## config.mk

```make
export PLATFORM = sky130hd
export DESIGN_NAME = acr_config_regs
export DESIGN_NICKNAME = d
export VERILOG_FILES = /design/src/hdl/acr_pkg.sv /design/src/hdl/acr_sel_if.sv /design/src/hdl/acr_sel_decode.sv /design/src/hdl/acr_config_regs.sv
export SDC_FILE = /design/constraint.sdc
export NUM_CORES = 1
export LEC_CHECK = 0
export BUFFER_PORTS_ARGS = -buffer_cell sky130_fd_sc_hd__buf_2
export CORE_ASPECT_RATIO = 1.25
export CORE_UTILIZATION = 35
export CTS_CLUSTER_DIAMETER = 40
export CTS_CLUSTER_SIZE = 40
export DETAILED_ROUTE_END_ITERATION = 16
export GPL_TIMING_DRIVEN = 0
export SETUP_SLACK_MARGIN = 0.4
export SLEW_MARGIN = 15
export SYNTH_ARGS = -nofsm -noshare
export SYNTH_HDL_FRONTEND = slang
export SYNTH_SLANG_ARGS = --single-unit
```

## constraint.sdc

```tcl
create_clock -name clock -period 4.5 [get_ports clock]
set_input_delay 0 -clock clock [delete_from_list [all_inputs] [get_ports clock]]
set_output_delay 0 -clock clock [all_outputs]
set_load 0.02 [all_outputs]
```

## src/hdl/acr_pkg.sv

```systemverilog
// Constants, types and register map of the channel and range configuration block
// Function
// RULE_01 - A select field bits 3:0 picks A input 0-7, supply or regulator monitor
// RULE_02 - A select field decodes codes exactly like the B select field
// RULE_03 - A select code 1011 makes the A conversion result read 0xAAAA
// RULE_04 - Two range registers cover A inputs 0-7, two cover B inputs 0-7
// RULE_05 - First A range register at address 0x04, reset 0x00FF, inputs 0-3
// RULE_06 - Input 3 in bits 7:6, 2 in 5:4, 1 in 3:2, 0 in 1:0
// RULE_07 - Range code 00 or 11 is 10 V, 01 is 2.5 V, 10 is 5 V
// RULE_08 - Every 2-bit range field resets to 0x3, the 10 V range
// RULE_09 - Word bits 15:9 carry register address, bit 8 reserved zero
// RULE_10 - Channel selection register sits at address 0x03 and picks next conversion source
// RULE_11 - B select field occupies bits 7:4 with the same code meanings
// RULE_12 - B select code 1011 makes the B conversion result read 0x5555
package acr_pkg;

  // ==========================================================================
  // Register indices; byte address is four times the index
  localparam logic [6:0] IDX_SOURCE_SEL  = 7'h03;
  localparam logic [6:0] IDX_RANGE_A_LO  = 7'h04;
  localparam logic [6:0] IDX_RANGE_A_HI  = 7'h05;
  localparam logic [6:0] IDX_RANGE_B_LO  = 7'h06;
  localparam logic [6:0] IDX_RANGE_B_HI  = 7'h07;
  localparam logic [6:0] IDX_STATUS      = 7'h08;
  localparam logic [6:0] IDX_RESULT_A    = 7'h09;
  localparam logic [6:0] IDX_RESULT_B    = 7'h0A;
  localparam int         BYTE_ADDR_LSB   = 2;

  // ==========================================================================
  // Word layout
  localparam int ADDR_FIELD_HI  = 15;
  localparam int ADDR_FIELD_LO  = 9;
  localparam int RSVD_BIT       = 8;
  localparam int DATA_HI        = 7;
  localparam int SEL_A_HI       = 3;
  localparam int SEL_A_LO       = 0;
  localparam int SEL_B_HI       = 7;
  localparam int SEL_B_LO       = 4;
  localparam int RANGE_W        = 2;
  localparam int STS_REJECT_BIT = 0;

  // ==========================================================================
  // Reset values
  localparam logic [7:0]  SOURCE_SEL_RST = 8'h00;
  localparam logic [7:0]  RANGE_RST      = 8'hFF;
  localparam logic [31:0] ZERO_WORD      = 32'h0000_0000;
  localparam logic [15:0] ZERO_HALF      = 16'h0000;

  // ==========================================================================
  // Select codes, identical for both converters
  localparam logic [3:0] SEL_LAST_INPUT = 4'h7;
  localparam logic [3:0] SEL_SUPPLY     = 4'h8;
  localparam logic [3:0] SEL_REGULATOR  = 4'h9;
  localparam logic [3:0] SEL_SELFTEST   = 4'hB;

  // Self-test patterns
  localparam logic [15:0] PATTERN_A = 16'hAAAA;
  localparam logic [15:0] PATTERN_B = 16'h5555;

  // ==========================================================================
  // Bipolar input ranges
  typedef enum logic [1:0] {
    ACR_RANGE_10V = 2'b00,
    ACR_RANGE_2V5 = 2'b01,
    ACR_RANGE_5V  = 2'b10
  } acr_range_type;

  // Range code to range; 11 also means 10 V
  function automatic acr_range_type decode_range(input logic [1:0] code);
    acr_range_type r;
    r = ACR_RANGE_10V;
    case (code)
      2'b01:   r = ACR_RANGE_2V5;
      2'b10:   r = ACR_RANGE_5V;
      default: r = ACR_RANGE_10V;
    endcase
    return r;
  endfunction

  // Register word: address field, zero reserved bit, data byte
  function automatic logic [31:0] pack_word(input logic [6:0] idx, input logic [7:0] data);
    return {ZERO_HALF, idx, 1'b0, data};
  endfunction

endpackage : acr_pkg

```

## src/hdl/acr_sel_if.sv

```systemverilog
// Decoded source selection of one converter
interface acr_sel_if;
  logic [2:0] input_idx;
  logic       analog;
  logic       supply;
  logic       regulator;
  logic       selftest;
  logic       reserved;

  modport drv (
    output input_idx,
    output analog,
    output supply,
    output regulator,
    output selftest,
    output reserved
  );

  modport use_side (
    input input_idx,
    input analog,
    input supply,
    input regulator,
    input selftest,
    input reserved
  );
endinterface : acr_sel_if

```

## src/hdl/acr_sel_decode.sv

```systemverilog
// Registered decoder of one converter's source select code
module acr_sel_decode (
  // Clock and reset
  input  wire logic       clock,
  input  wire logic       rst,
  // Select code
  input  wire logic [3:0] code,
  // Decoded selection
  acr_sel_if.drv          sel
);

  // ==========================================================================
  // Decode
  wire is_analog = (code <= acr_pkg::SEL_LAST_INPUT);  // RULE_01
  wire is_supply = (code == acr_pkg::SEL_SUPPLY);
  wire is_reg    = (code == acr_pkg::SEL_REGULATOR);
  wire is_test   = (code == acr_pkg::SEL_SELFTEST);
  wire is_rsvd   = !(is_analog || is_supply || is_reg || is_test);

  // ==========================================================================
  // Registers
  always_ff @(posedge clock or posedge rst) begin
    if (rst) begin
      sel.input_idx <= 3'h0;
      sel.analog    <= 1'b1;
      sel.supply    <= 1'b0;
      sel.regulator <= 1'b0;
      sel.selftest  <= 1'b0;
      sel.reserved  <= 1'b0;
    end else begin
      sel.input_idx <= code[2:0];
      sel.analog    <= is_analog;
      sel.supply    <= is_supply;
      sel.regulator <= is_reg;
      sel.selftest  <= is_test;
      sel.reserved  <= is_rsvd;
    end
  end

endmodule // acr_sel_decode

```

## src/hdl/acr_config_regs.sv

```systemverilog
// Channel and range configuration registers behind an Avalon-MM slave
module acr_config_regs (
  // Clock and reset
  input  wire logic        clock,
  input  wire logic        rst,
  // Avalon-MM slave
  input  wire logic [7:0]  address,
  input  wire logic        read,
  input  wire logic        write,
  input  wire logic [31:0] writedata,
  input  wire logic [3:0]  byteenable,
  output logic      [31:0] readdata,
  output logic             waitrequest,
  // Conversion datapath
  input  wire logic [15:0] conv_a_data,
  input  wire logic [15:0] conv_b_data,
  input  wire logic        conv_valid,
  output logic      [15:0] result_a,
  output logic      [15:0] result_b,
  output logic             result_valid,
  // First converter source
  output logic      [2:0]  a_input_idx,
  output logic             a_sel_analog,
  output logic             a_sel_supply,
  output logic             a_sel_regulator,
  output logic             a_sel_selftest,
  output logic             a_sel_reserved,
  // Second converter source
  output logic      [2:0]  b_input_idx,
  output logic             b_sel_analog,
  output logic             b_sel_supply,
  output logic             b_sel_regulator,
  output logic             b_sel_selftest,
  output logic             b_sel_reserved,
  // Input ranges, one field per input
  output logic [7:0][1:0]  range_scale_a,
  output logic [7:0][1:0]  range_scale_b
);

  // ==========================================================================
  // Register storage
  logic [7:0]  source_sel_r;
  logic [7:0]  range_a_lo_r;
  logic [7:0]  range_a_hi_r;
  logic [7:0]  range_b_lo_r;
  logic [7:0]  range_b_hi_r;
  logic        reject_r;
  logic [31:0] readdata_r;
  logic        waitrequest_r;
  logic [15:0] result_a_r;
  logic [15:0] result_b_r;
  logic        result_valid_r;
  logic [7:0][1:0] range_scale_a_r;
  logic [7:0][1:0] range_scale_b_r;

  // ==========================================================================
  // Bus decode
  // Byte address to word index; the bus is too narrow for a top index bit
  wire [6:0]  word_idx   = {1'b0, address[7:acr_pkg::BYTE_ADDR_LSB]};
  wire        req        = read || write;
  wire        wr_commit  = write && !waitrequest_r;
  wire [6:0]  wr_addr_f  = writedata[acr_pkg::ADDR_FIELD_HI:acr_pkg::ADDR_FIELD_LO];
  wire        wr_rsvd_f  = writedata[acr_pkg::RSVD_BIT];
  wire [7:0]  wr_byte    = writedata[acr_pkg::DATA_HI:0];
  wire        lanes_ok   = byteenable[0] && byteenable[1];

  // Address field must name the target and reserved bit must be zero
  wire        word_ok    = lanes_ok && (wr_addr_f == word_idx) && !wr_rsvd_f;  // RULE_09

  wire        hit_src    = (word_idx == acr_pkg::IDX_SOURCE_SEL);  // RULE_10
  wire        hit_a_lo   = (word_idx == acr_pkg::IDX_RANGE_A_LO);  // RULE_05
  wire        hit_a_hi   = (word_idx == acr_pkg::IDX_RANGE_A_HI);
  wire        hit_b_lo   = (word_idx == acr_pkg::IDX_RANGE_B_LO);
  wire        hit_b_hi   = (word_idx == acr_pkg::IDX_RANGE_B_HI);
  wire        hit_sts    = (word_idx == acr_pkg::IDX_STATUS);
  wire        hit_res_a  = (word_idx == acr_pkg::IDX_RESULT_A);
  wire        hit_res_b  = (word_idx == acr_pkg::IDX_RESULT_B);
  wire        hit_cfg    = hit_src || hit_a_lo || hit_a_hi || hit_b_lo || hit_b_hi;

  wire        do_write   = wr_commit && hit_cfg && word_ok;
  wire        bad_write  = wr_commit && hit_cfg && !word_ok;
  wire        clr_reject = wr_commit && hit_sts && byteenable[0] && wr_byte[acr_pkg::STS_REJECT_BIT];

  // ==========================================================================
  // Read mux
  wire [31:0] rd_src   = acr_pkg::pack_word(acr_pkg::IDX_SOURCE_SEL, source_sel_r);
  wire [31:0] rd_a_lo  = acr_pkg::pack_word(acr_pkg::IDX_RANGE_A_LO, range_a_lo_r);
  wire [31:0] rd_a_hi  = acr_pkg::pack_word(acr_pkg::IDX_RANGE_A_HI, range_a_hi_r);
  wire [31:0] rd_b_lo  = acr_pkg::pack_word(acr_pkg::IDX_RANGE_B_LO, range_b_lo_r);
  wire [31:0] rd_b_hi  = acr_pkg::pack_word(acr_pkg::IDX_RANGE_B_HI, range_b_hi_r);
  wire [31:0] rd_sts   = {31'h0000_0000, reject_r};
  wire [31:0] rd_res_a = {acr_pkg::ZERO_HALF, result_a_r};
  wire [31:0] rd_res_b = {acr_pkg::ZERO_HALF, result_b_r};

  // Unmapped reads return zero
  wire [31:0] rd_mux =
    hit_src   ? rd_src   :
    hit_a_lo  ? rd_a_lo  :
    hit_a_hi  ? rd_a_hi  :
    hit_b_lo  ? rd_b_lo  :
    hit_b_hi  ? rd_b_hi  :
    hit_sts   ? rd_sts   :
    hit_res_a ? rd_res_a :
    hit_res_b ? rd_res_b :
    acr_pkg::ZERO_WORD;

  // ==========================================================================
  // Handshake: one wait cycle, then one cycle with waitrequest low
  wire waitrequest_nxt = !(req && waitrequest_r);

  always_ff @(posedge clock or posedge rst) begin
    if (rst) begin
      waitrequest_r <= 1'b1;
      readdata_r    <= acr_pkg::ZERO_WORD;
    end else begin
      waitrequest_r <= waitrequest_nxt;
      if (read && waitrequest_r) begin
        readdata_r <= rd_mux;
      end
    end
  end

  // ==========================================================================
  // Configuration registers, updated at the accepting edge
  always_ff @(posedge clock or posedge rst) begin
    if (rst) begin
      source_sel_r <= acr_pkg::SOURCE_SEL_RST;
      range_a_lo_r <= acr_pkg::RANGE_RST;  // RULE_08
      range_a_hi_r <= acr_pkg::RANGE_RST;
      range_b_lo_r <= acr_pkg::RANGE_RST;
      range_b_hi_r <= acr_pkg::RANGE_RST;
    end else if (do_write) begin
      if (hit_src)  source_sel_r <= wr_byte;
      if (hit_a_lo) range_a_lo_r <= wr_byte;  // RULE_04
      if (hit_a_hi) range_a_hi_r <= wr_byte;
      if (hit_b_lo) range_b_lo_r <= wr_byte;
      if (hit_b_hi) range_b_hi_r <= wr_byte;
    end
  end

  // Sticky reject flag; a new reject wins over a clear
  always_ff @(posedge clock or posedge rst) begin
    if (rst) begin
      reject_r <= 1'b0;
    end else if (bad_write) begin
      reject_r <= 1'b1;
    end else if (clr_reject) begin
      reject_r <= 1'b0;
    end
  end

  // ==========================================================================
  // Source decoders, one module for both converters
  acr_sel_if sel_a ();
  acr_sel_if sel_b ();

  acr_sel_decode u_dec_a (
    .clock (clock),
    .rst   (rst),
    .code  (source_sel_r[acr_pkg::SEL_A_HI:acr_pkg::SEL_A_LO]),  // RULE_01
    .sel   (sel_a.drv)
  );

  acr_sel_decode u_dec_b (  // RULE_02
    .clock (clock),
    .rst   (rst),
    .code  (source_sel_r[acr_pkg::SEL_B_HI:acr_pkg::SEL_B_LO]),  // RULE_11
    .sel   (sel_b.drv)
  );

  // ==========================================================================
  // Conversion results, replaced by fixed patterns in self-test
  wire [15:0] res_a_nxt = sel_a.selftest ? acr_pkg::PATTERN_A : conv_a_data;  // RULE_03
  wire [15:0] res_b_nxt = sel_b.selftest ? acr_pkg::PATTERN_B : conv_b_data;  // RULE_12

  always_ff @(posedge clock or posedge rst) begin
    if (rst) begin
      result_a_r     <= acr_pkg::ZERO_HALF;
      result_b_r     <= acr_pkg::ZERO_HALF;
      result_valid_r <= 1'b0;
    end else begin
      result_valid_r <= conv_valid;
      if (conv_valid) begin
        result_a_r <= res_a_nxt;
        result_b_r <= res_b_nxt;
      end
    end
  end

  // ==========================================================================
  // Range decode, one field per input
  wire [15:0] range_a_all = {range_a_hi_r, range_a_lo_r};
  wire [15:0] range_b_all = {range_b_hi_r, range_b_lo_r};

  wire [7:0][1:0] range_scale_a_nxt;
  wire [7:0][1:0] range_scale_b_nxt;

  genvar gi;
  generate
    for (gi = 0; gi < 8; gi++) begin : g_range
      // Input n sits at bits 2n+1:2n
      wire [1:0] code_a = range_a_all[gi*acr_pkg::RANGE_W +: acr_pkg::RANGE_W];  // RULE_06
      wire [1:0] code_b = range_b_all[gi*acr_pkg::RANGE_W +: acr_pkg::RANGE_W];
      assign range_scale_a_nxt[gi] = acr_pkg::decode_range(code_a);  // RULE_07
      assign range_scale_b_nxt[gi] = acr_pkg::decode_range(code_b);
    end
  endgenerate

  // One process owns the whole decoded range word
  always_ff @(posedge clock or posedge rst) begin
    if (rst) begin
      range_scale_a_r <= {8{acr_pkg::ACR_RANGE_10V}};
      range_scale_b_r <= {8{acr_pkg::ACR_RANGE_10V}};
    end else begin
      range_scale_a_r <= range_scale_a_nxt;
      range_scale_b_r <= range_scale_b_nxt;
    end
  end

  // ==========================================================================
  // Outputs
  assign readdata        = readdata_r;
  assign waitrequest     = waitrequest_r;
  assign result_a        = result_a_r;
  assign result_b        = result_b_r;
  assign result_valid    = result_valid_r;
  assign range_scale_a   = range_scale_a_r;
  assign range_scale_b   = range_scale_b_r;

  assign a_input_idx     = sel_a.input_idx;
  assign a_sel_analog    = sel_a.analog;
  assign a_sel_supply    = sel_a.supply;
  assign a_sel_regulator = sel_a.regulator;
  assign a_sel_selftest  = sel_a.selftest;
  assign a_sel_reserved  = sel_a.reserved;

  assign b_input_idx     = sel_b.input_idx;
  assign b_sel_analog    = sel_b.analog;
  assign b_sel_supply    = sel_b.supply;
  assign b_sel_regulator = sel_b.regulator;
  assign b_sel_selftest  = sel_b.selftest;
  assign b_sel_reserved  = sel_b.reserved;

endmodule // acr_config_regs

```

==> flow_metrics.env <==
export IMPL_rsz0062_at_grt="no"
export IMPL_synthAdderAreaFrac_pct=0
export IMPL_finalHoldViolations=0
export IMPL_synth_compound_area_share_pct=11.59
export IMPL_grt_pass1_wl_microns=26720
export IMPL_antenna_cells=0
export IMPL_netlist_instances=499
export IMPL_ys_seq_area_share_pct=59.20
export IMPL_die_area_sq_mm=0.01753
export IMPL_tightest_slew_ns=0.9023
export IMPL_cts_root_buf="clkbuf_16"
export IMPL_ant_nets=0
export IMPL_synth_ff_type="dfrtp_1"
export IMPL_netlist_area_sq_mm=0.005949
export IMPL_synth_top_family_by_area="simple AND/OR/NAND/NOR gates"
export IMPL_cts_tree="yes"
export IMPL_period_share_pct=46.83
export IMPL_ys_top_cells_by_area="dfrtp_1 (44%), dfstp_2 (15%), mux2_2 (8.9%)"
export IMPL_ys_types=48
export IMPL_nNetsFinal=817
export IMPL_peakVddDrop_v=0.0002622
export IMPL_htreeDepth=4
export IMPL_ys_seq_elements=139
export IMPL_vias=4681
export IMPL_maxCapViolations=0
export IMPL_post_cts_resize_count=0
export IMPL_cp_data_required_time_ns=4.84
export IMPL_cts_clk_slew_worst_paths_ns=0.06
export IMPL_grt_max_degree=94
export IMPL_setup_violations_final=0
export IMPL_vias_per_cell=4.851
export IMPL_num_rows=52
export IMPL_wl_per_cell_microns=17.59
export IMPL_io_pins=195
export IMPL_min_path_type="in -> reg"
export IMPL_ys_async_sr_fraction_pct=100.0
export IMPL_die_width_microns=118.6
export IMPL_cp_max_fo=8
export IMPL_grt_usage_pct=20.30
export IMPL_synth_top_area_share_pct=43.74
export IMPL_routed_wl_microns=16980
export IMPL_drv_slew=0
export IMPL_nFillCells=1579
export IMPL_initial_core_util_pct=36.29
export IMPL_worstSetupPathType="reg -> reg"
export IMPL_totalNegativeSetupSlack_ns=0
export IMPL_yosysWarnings=0
export IMPL_gp_congestion=0.8495
export IMPL_synthTopCellsByCount="dfrtp_1 (104), mux2_2 (47), dfstp_2 (35), nor2b_1 (35), nand2_1 (32)"
export IMPL_status="complete, no violations"
export IMPL_core_area_sq_mm=0.01640
export IMPL_clkLatencyLatePin_ns=0.41
export IMPL_cts_setup_buffers=0
export IMPL_p_leak_nw=4.052
export IMPL_power_per_cell_area_mw_per_mm2=371.9
export IMPL_port_buffers=156
export IMPL_dp_slack_ns=2.402
export IMPL_synthXorXnorAreaFrac_pct=0.8833
export IMPL_regArea_sq_mm=0.003522
export IMPL_slew_headroom_pct=39.69
export IMPL_holdWs_ns=0.08753
export IMPL_yosys_area_top_type="dfrtp_1"
export IMPL_setup_ws_ns=2.393
export IMPL_grt_overflow_total=0
export IMPL_clock_sinks=139
export IMPL_yosysMostFrequentCell="dfrtp_1"
export IMPL_synth_mux_area_share_pct=9.401
export IMPL_drcViolationCount=0
export IMPL_clock_path_buffers=2
export IMPL_fin_crit_ns=2.107
export IMPL_syn_area_per_cell_sq_um=11.92
export IMPL_fmax_mhz=474.5
export IMPL_yosys_area_share_simple_pct=13.65
export IMPL_multi_input_area_sq_mm=0.002173
export IMPL_synth_edf_count=0
export IMPL_cp_arrival_ns=2.45
export IMPL_antenna_found_initial=0
export IMPL_syn_to_final_growth_pct=36.36
export IMPL_drive_above_1_share_pct=39.79
export IMPL_skew_ns=0.009655
export IMPL_die_y_microns=147.8
export IMPL_cts_buffers=17
export IMPL_crit_path_start_kind="flop"
export IMPL_drt_pass1_iterations=4
export IMPL_end_kind="flop"
export IMPL_dpl_hpwl_microns=12520
export IMPL_drt_iter0_drc=171
export IMPL_grt_pass1_vias=4738
[per-stage QoR]
step                      instances  util [%]  total power [mW]  area [sq um]
final                           965     49.48             3.017          8113
after floorplan                 514         -             1.540          6006
after global routing            965     49.48             3.144          8113
after global placement          886     43.04             1.672          7057
after CTS                       965     49.48             3.045          8113
after detailed placement        887     43.24             1.683          7089
[worst max-delay path, stage by stage (launching register included)]
cell	delay (ns)
dfstp_2	0.39
nand2b_1	0.16
nor3_1	0.61
nand4_2	0.47
mux2_2	0.40
[cells by family after synthesis]
logic type	count (synthesis)
xor+xnor	6
buf+inv	66
other cells	1
simple gates	136
flops	139
compound gates	101
mux	50
[final timing paths]
path	cells after the start	endpoint	startpoint	slack (ns)
min	3	reject_r	write	0.09
max in group asynchronous	4	range_b_hi_r[2]	rst	3.52
max reg2reg	4	range_a_lo_r[1]	waitrequest	2.39
min in group asynchronous	3	u_dec_b.sel.input_idx[1]	rst	0.17
max	4	range_a_lo_r[1]	waitrequest	2.39
min reg2reg	2	readdata[11]	readdata[11]	0.49
[sequential cells by signal (all words and copies together) (netlist names), 3 cells and up]
name / cells
result_b: 16
u_dec_b.sel.input_idx: 3
range_b_hi_r: 8
range_scale_a: 16
range_a_lo_r: 8
readdata: 16
range_b_lo_r: 8
result_a: 16
source_sel_r: 8
range_scale_b: 16
u_dec_a.sel.input_idx: 3
range_a_hi_r: 8
[cells in the final DEF, fill, tap and decap left out, types with 6 or more instances in the layout]
master           n
mux2_2          47
o31ai_1          9
dlygate4sd3_1   46
a22o_1          10
nand2_1         32
o22a_1          16
conb_1          16
o21ai_0         30
or4_1            6
clkbuf_16       17
a21oi_1         17
nor4_1           9
inv_1           26
clkbuf_1        23
buf_4           16
nor2_1          11
nor3_1          17
nor2b_1         35
dfrtp_1        104
xor2_1           6
o211a_1          7
dfstp_2         35
buf_2          158
[area by class of cell]
| cell class | count | area share [%] |
|---|---|---|
| timing repair buffer | 203 | 15.64 |
| inverter | 27 | 1.311 |
| clock inverter | 11 | 1.388 |
| clock buffer | 21 | 5.552 |
| tap | 216 | 3.331 |
| multi-input combinational | 309 | 26.79 |
| sequential | 139 | 43.41 |
| buffer | 39 | 2.576 |
[timing repair]
action                                  in CTS  in global routing
hold buffers                                46                  0
endpoints found under the setup margin       0                  0
hold endpoints to repair                   121                  0
[power breakdown]
part	total, mW	switching (mW)	internal [mW]
Combinational	0.360	0.227	0.133
Clock	1.32	0.539	0.784
Sequential	1.33	0.0345	1.30
[layer usage]
layer / vias up / part of all wire [%] / GRT usage [%]
met4: 0 / 2.1 / 7.532
met2: 168 / 50 / 34.88
met3: 21 / 5.3 / 4.630
li1: 2215 / - / -
met5: - / 0 / 0
met1: 2277 / 42 / 24.84
No activity file was read; power rests on OpenSTA's default activity.
